**src/rtl/tcd_pkg.sv**
```systemverilog
// Shared constants and types for the thermocouple channel setup decoder.
// Assumes a single 100 MHz clock and a synchronous backplane port.
package tcd_pkg;

	// ==========================================================
	// Sizes
	localparam int NUM_CH  = 8;
	localparam int WORD_W  = 16;
	localparam int CH_AW   = 3;

	// ==========================================================
	// Field positions of channel_setup_word
	localparam int POS_ENABLE   = 0;
	localparam int POS_TYPE_LO  = 1;
	localparam int POS_TYPE_HI  = 4;
	localparam int POS_FMT_LO   = 5;
	localparam int POS_FMT_HI   = 6;
	localparam int POS_OPEN_LO  = 7;
	localparam int POS_OPEN_HI  = 8;
	localparam int POS_UNITS    = 9;
	localparam int POS_FILT_LO  = 10;
	localparam int POS_FILT_HI  = 11;
	localparam int POS_RSV_LO   = 12;
	localparam int POS_RSV_HI   = 14;
	localparam int POS_IMAGE    = 15;

	// Bits 12 to 14 carry no setting and are dropped on write.
	localparam logic [WORD_W-1:0] SETUP_KEEP_MASK = 16'h8fff;
	localparam logic [WORD_W-1:0] SETUP_RESET     = 16'h0000;
	localparam logic [WORD_W-1:0] DATA_RESET      = 16'h0000;

	// ==========================================================
	// Status word error flag positions (bits 0 to 11 echo the setup)
	localparam int POS_ST_OPEN  = 12;
	localparam int POS_ST_UNDER = 13;
	localparam int POS_ST_OVER  = 14;
	localparam int POS_ST_ERR   = 15;

	// ==========================================================
	// Types
	typedef struct packed {
		logic       showStatus;
		logic [1:0] filterSel;
		logic       fahrenheit;
		logic [1:0] openMode;
		logic [1:0] dataFormat;
		logic [3:0] sensorType;
		logic       enable;
	} tcd_chan_cfg_t;

	typedef struct packed {
		logic openCircuit;
		logic underRange;
		logic overRange;
	} tcd_chan_err_t;

	typedef struct packed {
		logic              wr;
		logic [CH_AW-1:0]  ch;
		logic [WORD_W-1:0] data;
	} tcd_setup_wr_t;

	typedef enum logic [1:0] {
		ST_WAIT_CFG = 2'b01,
		ST_RUN      = 2'b10
	} tcd_state_t;

endpackage : tcd_pkg

```
**src/rtl/tcd_cfg_decode.sv**
```systemverilog
// Splits one stored channel_setup_word into its channel settings.
// Purely combinational; the caller registers the result.
`timescale 1ns/10ps
module tcd_cfg_decode
	import tcd_pkg::*;
(
	// Stored setup word
	input  wire logic [WORD_W-1:0] setupWord,
	// Decoded settings
	output tcd_chan_cfg_t          chanCfg
);

	always_comb begin
		chanCfg.enable     = setupWord[POS_ENABLE];
		chanCfg.sensorType = setupWord[POS_TYPE_HI:POS_TYPE_LO];
		chanCfg.dataFormat = setupWord[POS_FMT_HI:POS_FMT_LO];
		chanCfg.openMode   = setupWord[POS_OPEN_HI:POS_OPEN_LO];
		chanCfg.fahrenheit = setupWord[POS_UNITS];
		chanCfg.filterSel  = setupWord[POS_FILT_HI:POS_FILT_LO];
		chanCfg.showStatus = setupWord[POS_IMAGE];
	end

endmodule : tcd_cfg_decode

```
**src/rtl/tcd_status_word.sv**
```systemverilog
// Builds one channel's status word and its data-valid flag.
// Error inputs come from conversion logic on the same clock.
`timescale 1ns/10ps
module tcd_status_word
	import tcd_pkg::*;
(
	// Channel settings and errors
	input  tcd_chan_cfg_t          chanCfg,
	input  tcd_chan_err_t          chanErr,
	// Results
	output logic [WORD_W-1:0]      statusWord,
	output logic                   dataValid
);

	logic anyErr;

	always_comb begin
		anyErr     = chanErr.openCircuit | chanErr.underRange | chanErr.overRange;
		statusWord = {anyErr, chanErr.overRange, chanErr.underRange,
			chanErr.openCircuit, chanCfg.filterSel, chanCfg.fahrenheit,
			chanCfg.openMode, chanCfg.dataFormat, chanCfg.sensorType,
			chanCfg.enable};
		dataValid  = chanCfg.enable & ~anyErr;
	end

endmodule : tcd_status_word

```
**src/rtl/tcd_channel_config.sv**
```systemverilog
// Eight-channel setup word store, decoder and input image selector.
// Assumes the backplane port and the converters run on the same clock.
`timescale 1ns/10ps
module tcd_channel_config
	import tcd_pkg::*;
(
	// Clock and reset
	input  wire logic                          clock,
	input  wire logic                          rst_n,
	// Output image write from the host
	input  wire logic                          setupWr,
	input  wire logic [CH_AW-1:0]              setupCh,
	input  wire logic [WORD_W-1:0]             setupData,
	// Input image read from the host
	input  wire logic                          imageRd,
	input  wire logic [CH_AW-1:0]              imageCh,
	output logic      [WORD_W-1:0]             imageData,
	output logic                               imageAck,
	// Converter side
	input  wire logic [NUM_CH-1:0]             convStrobe,
	input  wire logic [NUM_CH-1:0][WORD_W-1:0] convValue,
	input  tcd_chan_err_t [NUM_CH-1:0]         convErr,
	// Decoded settings and state
	output tcd_chan_cfg_t [NUM_CH-1:0]         chanCfg,
	output logic      [NUM_CH-1:0]             chanValid,
	output logic                               setupComplete
);

	// ==========================================================
	// Signals
	tcd_setup_wr_t                   wrReq;
	logic [WORD_W-1:0]               setupMem_q [NUM_CH];
	logic [WORD_W-1:0]               setupMem_d [NUM_CH];
	logic [NUM_CH-1:0]               written_q;
	logic [NUM_CH-1:0]               written_d;
	tcd_state_t                      state_q;
	tcd_state_t                      state_d;
	tcd_chan_cfg_t [NUM_CH-1:0]      cfgNow;
	tcd_chan_cfg_t [NUM_CH-1:0]      chanCfg_d;
	logic [NUM_CH-1:0][WORD_W-1:0]   statusNow;
	logic [NUM_CH-1:0]               validNow;
	logic [NUM_CH-1:0][WORD_W-1:0]   dataWord_q;
	logic [NUM_CH-1:0][WORD_W-1:0]   dataWord_d;
	logic [WORD_W-1:0]               imageData_d;
	logic                            imageAck_d;
	logic [NUM_CH-1:0]               writeHit;
	logic [NUM_CH-1:0]               takeValue;
	logic [NUM_CH-1:0][WORD_W-1:0]   imageWord;
	logic [NUM_CH-1:0]               chanValid_d;
	logic                            setupComplete_d;

	// Reserved bits are cleared so they never reach decode.
	function automatic logic [WORD_W-1:0] keepSetup(input logic [WORD_W-1:0] w);
		keepSetup = w & SETUP_KEEP_MASK;
	endfunction : keepSetup

	// One decode of the write channel feeds both the store and the data
	// word clear, so the two can never disagree on which slot was hit.
	function automatic logic hitsChannel(input tcd_setup_wr_t req, input int idx);
		hitsChannel = req.wr && (req.ch == CH_AW'(idx));
	endfunction : hitsChannel

	// The slot shows the status word when asked for; otherwise the held value,
	// forced to zero while the host may not trust it.
	function automatic logic [WORD_W-1:0] pickImage(
		input tcd_chan_cfg_t     cfg,
		input logic [WORD_W-1:0] status,
		input logic              valid,
		input logic [WORD_W-1:0] data
	);
		if (cfg.showStatus) begin
			pickImage = status;
		end else if (valid) begin
			pickImage = data;
		end else begin
			pickImage = DATA_RESET;
		end
	endfunction : pickImage

	// Zeroes every field of a disabled channel's settings.
	function automatic tcd_chan_cfg_t gateCfg(input tcd_chan_cfg_t cfg);
		gateCfg = cfg;
		if (!cfg.enable) begin
			gateCfg = '0;
		end
	endfunction : gateCfg

	assign wrReq = '{wr: setupWr, ch: setupCh, data: setupData};

	// ==========================================================
	// Write decode
	// No write is ever refused; a repeat to the same channel simply
	// replaces the stored word.
	always_comb begin
		for (int i = 0; i < NUM_CH; i++) begin
			writeHit[i] = hitsChannel(wrReq, i);
		end
	end

	// ==========================================================
	// Setup word store
	always_comb begin
		for (int i = 0; i < NUM_CH; i++) begin
			setupMem_d[i] = setupMem_q[i];
			written_d[i]  = written_q[i];
			if (writeHit[i]) begin
				setupMem_d[i] = keepSetup(wrReq.data);
				written_d[i]  = 1'b1;
			end
		end
	end

	always_ff @(posedge clock or negedge rst_n) begin
		if (!rst_n) begin
			for (int i = 0; i < NUM_CH; i++) begin
				setupMem_q[i] <= SETUP_RESET;
			end
			written_q <= '0;
		end else begin
			for (int i = 0; i < NUM_CH; i++) begin
				setupMem_q[i] <= setupMem_d[i];
			end
			written_q <= written_d;
		end
	end

	// ==========================================================
	// Startup tracking
	// The host loads every word on its first scan; until its word arrives,
	// a channel runs on the all-zero setup, which leaves it disabled.
	always_comb begin
		state_d = state_q;
		case (state_q)
			ST_WAIT_CFG: begin
				if (&written_d) begin
					state_d = ST_RUN;
				end
			end
			ST_RUN: begin
				state_d = ST_RUN;
			end
			default: begin
				state_d = ST_WAIT_CFG;
			end
		endcase
	end

	always_ff @(posedge clock or negedge rst_n) begin
		if (!rst_n) begin
			state_q <= ST_WAIT_CFG;
		end else begin
			state_q <= state_d;
		end
	end

	// ==========================================================
	// Per-channel decode and status
	for (genvar c = 0; c < NUM_CH; c++) begin : gChan
		tcd_cfg_decode uDecode (
			.setupWord (setupMem_q[c]),
			.chanCfg   (cfgNow[c])
		);
		tcd_status_word uStatus (
			.chanCfg    (cfgNow[c]),
			.chanErr    (convErr[c]),
			.statusWord (statusNow[c]),
			.dataValid  (validNow[c])
		);
	end

	// Settings go out only for enabled channels so that a disabled
	// channel never steers its converter.
	always_comb begin
		for (int i = 0; i < NUM_CH; i++) begin
			chanCfg_d[i] = gateCfg(cfgNow[i]);
		end
	end

	// ==========================================================
	// Converter capture
	// A strobe from a disabled channel is dropped here, so a converter
	// left running after its channel is switched off changes nothing.
	always_comb begin
		for (int i = 0; i < NUM_CH; i++) begin
			takeValue[i] = convStrobe[i] & cfgNow[i].enable;
		end
	end

	// ==========================================================
	// Data words
	// A fresh setup write clears the channel's held value, so stale data
	// measured under the old sensor type or format is never shown.
	always_comb begin
		for (int i = 0; i < NUM_CH; i++) begin
			dataWord_d[i] = dataWord_q[i];
			if (writeHit[i]) begin
				dataWord_d[i] = DATA_RESET;
			end else if (takeValue[i]) begin
				dataWord_d[i] = convValue[i];
			end
		end
	end

	always_ff @(posedge clock or negedge rst_n) begin
		if (!rst_n) begin
			dataWord_q <= '0;
		end else begin
			dataWord_q <= dataWord_d;
		end
	end

	// ==========================================================
	// Input image
	// Every slot's word is formed all the time and the read only picks one.
	// This costs a wide mux but keeps the read path free of per-read logic.
	always_comb begin
		for (int i = 0; i < NUM_CH; i++) begin
			imageWord[i] = pickImage(cfgNow[i], statusNow[i], validNow[i], dataWord_q[i]);
		end
	end

	// The word captured on a read stands until the next read.
	always_comb begin
		imageAck_d  = imageRd;
		imageData_d = imageData;
		if (imageRd) begin
			imageData_d = imageWord[imageCh];
		end
	end

	// ==========================================================
	// Image port registers
	// The ack is a fixed one-cycle echo of the read strobe; there is no
	// wait state, so the host may read back to back.
	always_ff @(posedge clock or negedge rst_n) begin
		if (!rst_n) begin
			imageData <= DATA_RESET;
			imageAck  <= 1'b0;
		end else begin
			imageData <= imageData_d;
			imageAck  <= imageAck_d;
		end
	end

	// ==========================================================
	// Settings registers
	// Registered so that the converters see a whole setup word change
	// on one edge, never a mix of old and new fields.
	always_ff @(posedge clock or negedge rst_n) begin
		if (!rst_n) begin
			chanCfg <= '0;
		end else begin
			chanCfg <= chanCfg_d;
		end
	end

	// ==========================================================
	// Data valid flags
	// The flags follow the live error inputs one cycle late, so a host
	// that samples flag and slot together sees a matching pair.
	always_comb begin
		for (int i = 0; i < NUM_CH; i++) begin
			chanValid_d[i] = validNow[i];
		end
	end

	always_ff @(posedge clock or negedge rst_n) begin
		if (!rst_n) begin
			chanValid <= '0;
		end else begin
			chanValid <= chanValid_d;
		end
	end

	// ==========================================================
	// Startup flag
	// Taken from the next state so that it rises on the edge that stores
	// the last missing word, not one cycle after it.
	always_comb begin
		setupComplete_d = 1'b0;
		case (state_d)
			ST_RUN: begin
				setupComplete_d = 1'b1;
			end
			default: begin
				setupComplete_d = 1'b0;
			end
		endcase
	end

	always_ff @(posedge clock or negedge rst_n) begin
		if (!rst_n) begin
			setupComplete <= 1'b0;
		end else begin
			setupComplete <= setupComplete_d;
		end
	end

endmodule : tcd_channel_config

```
**config.mk**
```make
export PLATFORM = sky130hd
export DESIGN_NAME = tcd_channel_config
export DESIGN_NICKNAME = d
export VERILOG_FILES = /design/src/rtl/tcd_pkg.sv /design/src/rtl/tcd_cfg_decode.sv /design/src/rtl/tcd_status_word.sv /design/src/rtl/tcd_channel_config.sv
export SDC_FILE = /design/constraint.sdc
export NUM_CORES = 1
export LEC_CHECK = 0
export ABC_AREA = 0
export ABC_CLOCK_PERIOD_IN_PS = 2890
export BUFFER_PORTS_ARGS = -buffer_cell sky130_fd_sc_hd__buf_2
export CAP_MARGIN = 0
export CORE_MARGIN = 2
export CORE_UTILIZATION = 45
export CTS_CLUSTER_DIAMETER = 150
export CTS_CLUSTER_SIZE = 14
export DETAILED_ROUTE_END_ITERATION = 10
export MAX_ROUTING_LAYER = met4
export PLACE_DENSITY = 0.69
export SYNTH_ARGS = -nofsm -noshare
export SYNTH_HDL_FRONTEND = slang
export SYNTH_HIERARCHICAL = 1
export SYNTH_SLANG_ARGS = --single-unit
```
**constraint.sdc**
```tcl
create_clock -name clock -period 2.89 [get_ports clock]
set_clock_uncertainty 0.1 [all_clocks]
set_input_delay 0.578 -clock clock [delete_from_list [all_inputs] [get_ports clock]]
set_output_delay 0.578 -clock clock [all_outputs]
set_load 0.01 [all_outputs]
```
After elaboration in Yosys (flattened, before gate mapping) --
Cells that the tools add are included.
Word-level totals: output and inout bits 130, logic and storage cells 200, register bits after elaboration 372, input bits 186
Operators by class: mux-type cells 53, reductions and logical operators 18, magnitude comparators 1, bitwise logic cells 40, eq/ne operators 10
Operators by type and width (number):
- $mux W16 | 33
- $mux W13 | 8
- $bmux W16 S3 | 1
- $and A1 B1 Y1 | 16
- $or A1 B1 Y1 | 16
- $reduce_bool A2 Y1 | 8
- $eq A3 B3 Y1 const B | 4
- $mux W1 | 9
- $logic_and A1 B1 Y1 | 8
- $not A1 Y1 | 8
- $reduce_and A8 Y1 | 1
- $eq A3 B2 Y1 const B | 2
- $eq A2 B2 Y1 const B | 2
- $lt A3 B4 Y1 const B | 1
- $pmux W2 S2 | 1
- $eq A3 B1 Y1 const B | 1
- $logic_not A3 Y1 | 1
- $eq A2 B1 Y1 const B | 1
- $mux W2 | 1

Depth between registers and ports, before layout --
word-level depth 8, gate-level depth with buffers 8, depth with buffers taken out 5

By module --
The synthesis kept the hierarchy.
Modules (own cells, without submodules):
- tcd_channel_config | seq. area each 9310.2 sq um, cells each 1406, instances 1, area an instance 15703.8 sq um
- tcd_status_word | seq. area each 0.0 sq um, cells each 18, instances 8, area an instance 135.1 sq um
- tcd_cfg_decode | seq. area each 0.0 sq um, cells each 13, instances 8, area an instance 97.6 sq um

Least setup slack after synthesis --
Ideal clock, no wire load.
kind in2reg, from in convErr[10] in the netlist's numbering, to reg imageData[10], stages on the path 6, buffers on the path 1, path slack 0.775 ns, required time 2.702 ns, data arrival time 1.927 ns, setup time 0.088 ns, cell sequence nor4b_1 > nor2b_4 > buf_4 > a22oi_1 > a211o_1 > a41oi_1
On the way: word-level cells in the longest chain between the ends 8
Ends and longest elaborated chain:
- start, declared | line tcd_channel_config.sv:22 | input tcd_chan_err_t [NUM_CH-1:0] convErr,
- $or A1 B1 Y1 (2 in a row) | line tcd_status_word.sv:18 | anyErr = chanErr.openCircuit | chanErr.underRange | chanErr.overRange;
- $not A1 Y1 | line tcd_status_word.sv:23 | dataValid = chanCfg.enable & ~anyErr;
- $and A1 B1 Y1 | line tcd_status_word.sv:23
- $mux W16 | line tcd_channel_config.sv:73 | end else if (valid) begin
- $mux W16 | line tcd_channel_config.sv:71 | if (cfg.showStatus) begin
- $bmux W16 S3 | line tcd_channel_config.sv:227 | imageData_d = imageWord[imageCh];
- $mux W16 (implied by the code) | line tcd_channel_config.sv:227
- end signal, assigned | line tcd_channel_config.sv:240 | imageData <= imageData_d;
- end, declared | line tcd_channel_config.sv:17 | output logic [WORD_W-1:0] imageData,
Every way passes these cells. The select of a mux whose other input is x is not followed. A chain may end at the register's enable or synchronous reset.

Worst setup path after layout --
from reg setupMem_q[127] in the netlist's numbering, to reg imageData[1]
On the way: word-level cells in the longest chain between the ends 3
Ends and longest elaborated chain:
- start, declared | line tcd_channel_config.sv:32 | logic [WORD_W-1:0] setupMem_q [NUM_CH];
- start signal, assigned by index | line tcd_channel_config.sv:121 | setupMem_q[i] <= setupMem_d[i];
- $mux W16 | line tcd_channel_config.sv:71
- $bmux W16 S3 | line tcd_channel_config.sv:227
- $mux W16 (implied by the code) | line tcd_channel_config.sv:227
Every way passes these cells. The select of a mux whose other input is x is not followed.

==> summary.md <==
| Metric | Value |
|---|---|
| Status | complete, no violations |
| DRC | 0 |
| Mapped Area | 17600 um^2 |
| Critical Path Start | setupMem_q[127] |
| WP data required | ~3.3 ns |
| Starting density of the core | 45.5% |
| Core Region | ~39000 um^2 |
| WS Path Type | reg2reg |
| Final instance area | ~19000 um^2 |
| Crit share post-route | 80.4% |
| Fin. max-slew vios | 0 |
| Logic pwr share | 21.5% |
| Placed cell area | approximately 18000 um^2 |
| Max_cap viols | 0 |
| Unrepaired setup endpoints after global routing | no |
| Area of the multi-input gates | around 6000 um^2 |
| Nets | about 1900 |
| Clock share of power | 27.3% |
| Post-CTS Resized | 0 |
| # IOs | 316 |
| Max VDD drop | 0.000432 V |
| Htree depth | 1 |
| Vias in the first global route | around 12000 |
| RD Place Congestion | 0.939 |
| Final worst slack | 0.566 ns |
| Reg power frac | 51.2% |
| Worst-path clk slew | around 0.07 ns |
| Crit. End Element | flop |
| Clk root buf | clkbuf_16 |
| Sink Count | around 370 |
| Vias | 12272 |
| DPL Wire Length | around 36 mm |
| Int Pwr | 0.00956 W |
| Pin count of the biggest net entering global routing | 91 |
| CTS buffer count | 30 |
| ANT nets after route | 0 |
| Post-CTS Setup Bufs | 0 |
| Sw frac | 30.8% |
| Ant. Diodes | 0 |
| Minimum clock period | roughly 2.3 ns |
| Pre-CTS setup slack | 0.264 ns |
| Initial antenna violation count | 4 |
| Iter 0 DRT Violations | slightly above 900 |
| Die X | 202 um |
| Vias per Instance | 5.50 |
| Total power | 0.0138 W |
| Hold Vio Cnt, Final | 0 |
| Critical Path Fanout Max | 34 |
| Sequential cell area | 9310 um^2 |
| Min-delay src | convErr[3] |
| GRT Overall Usage | between 20% and 30% |
| Clock Latency Late Sink | 0.57 ns |
| Worst-margin pin slew | 1.06 ns |
| Power Density | 735 nW/um^2 |
| DRT Pass-1 Iters | 5 |
| Row count | between 70 and 80 |
| Grt ovf | 0 |
| FF-to-FF Start | setupMem_q[127] |
| Worst min path class | in2reg |
| Cell count after synthesis | 1653 |
| Share of cells above drive strength 1 | 30.3% |
| First-pass GRT wire length | around 76 mm |
| Routed len/inst | 23.0 um |
| Setup crit start kind | flop |
| Mean Syn Cell Area | approximately 11 um^2 |
| Arr. time, crit path | 2.71 ns |
| TritonCTS clock tree | yes |
| Filler cell count | ~3600 |
| PortBufs | 312 |
| Setup violations, final | 0 |
| Setup_tns | 0 ns |
| CTS max path bufs | 3 |
| Lkg Pwr | 8.60 nW |
| Syn_nets | about 1800 |
| Switching pwr | approximately 0.0042 W |
| YS warnings | 6 |
| Max Freq | 430 MHz |
| Area delta synth->final | 6.88% |
| Slew headroom | between 20 and 30% |
| Die height | 202 um |
| Die ar. | between 40000 and 50000 um^2 |
| DRT Wirelength | 51.4 mm |
-- worst max-delay path, cell delays in order, from the launching register on --
cell,delay (ns)
dfrtp_1,1.00
a21oi_1,0.22
a32oi_1,0.40
a32oi_1,0.23
a41oi_1,0.30
-- flip-flops by register name, indices dropped and copies added (netlist names) --
signal,cells
chanCfg,104
chanValid,8
dataWord_q,128
imageAck,1
imageData,16
setupComplete,1
setupMem_q,104
state_q,2
written_q,8
-- power groups by stage --
stage | sequential, W | clock, W | combinational (W)
6_report | 0.00706 | 0.00377 | 0.00297
4_1_cts | 0.00705 | 0.00387 | 0.00299
2_1_floorplan | 0.00697 | 0 | 0.00260
3_5_place_dp | 0.00714 | 0 | 0.00298
3_3_place_gp | 0.00710 | 0 | 0.00292
5_1_grt | 0.00720 | 0.00407 | 0.00326
-- cells in the final DEF, fill, tap and decap left out, drive strengths merged, types with 30 or more instances in the layout --
| cell type | count |
|---|---|
| dfrtp | 371 |
| buf | 355 |
| clkbuf | 42 |
| a221o | 30 |
| a21oi | 147 |
| nand3b | 32 |
| nand2 | 298 |
| a221oi | 32 |
| mux2 | 104 |
| a32oi | 32 |
| and2 | 104 |
-- per-layer routing --
layer	track usage, %	up-vias	part of all wire [%]
met3	3.69	104	6.2
met2	38.8	452	46
li1	-	5587	-
met5	-	-	0
met1	35.6	6129	44
met4	8.43	0	3.8
-- per-stage QoR --
stage | cells | hold WS, ns | util (%)
2_1_floorplan | 1653 | 0.182 | -
3_3_place_gp | 2189 | 0.375 | 46.5
3_5_place_dp | 2189 | 0.388 | 46.5
4_1_cts | 2233 | 0.0926 | 48.7
5_1_grt | 2233 | 0.101 | 48.7
6_report | 2233 | 0.122 | 48.7
-- cell type report --
| type | instances | share of cell area (%) |
|---|---|---|
| Clock buffer | 42 | 4.35 |
| Clock inverter | 1 | 0.0467 |
| Inverter | 4 | 0.0800 |
| Multi-Input combinational cell | 940 | 32.0 |
| Sequential cell | 372 | 49.6 |
| Tap cell | 518 | 3.45 |
| Timing Repair Buffer | 356 | 10.5 |
-- repair_timing --
item                                    CTS  global route
endpoints found under the hold margin    62             0
endpoints found under the setup margin    0             0
hold buffers                              1             0
-- path summary, 6_finish.rpt --
kind | endpoint | slack [ns] | cells after the start
max in group asynchronous | setupMem_q[112] | 1.33 | 3
setup reg to reg | imageData[1] | 0.57 | 4
setup / recovery | imageData[1] | 0.57 | 4
hold / removal | chanValid[1] | 0.12 | 2
hold reg to reg | written_q[0] | 0.40 | 1
min in group asynchronous | setupMem_q[33] | 0.49 | 2
No activity file was read; power rests on OpenSTA's default activity.
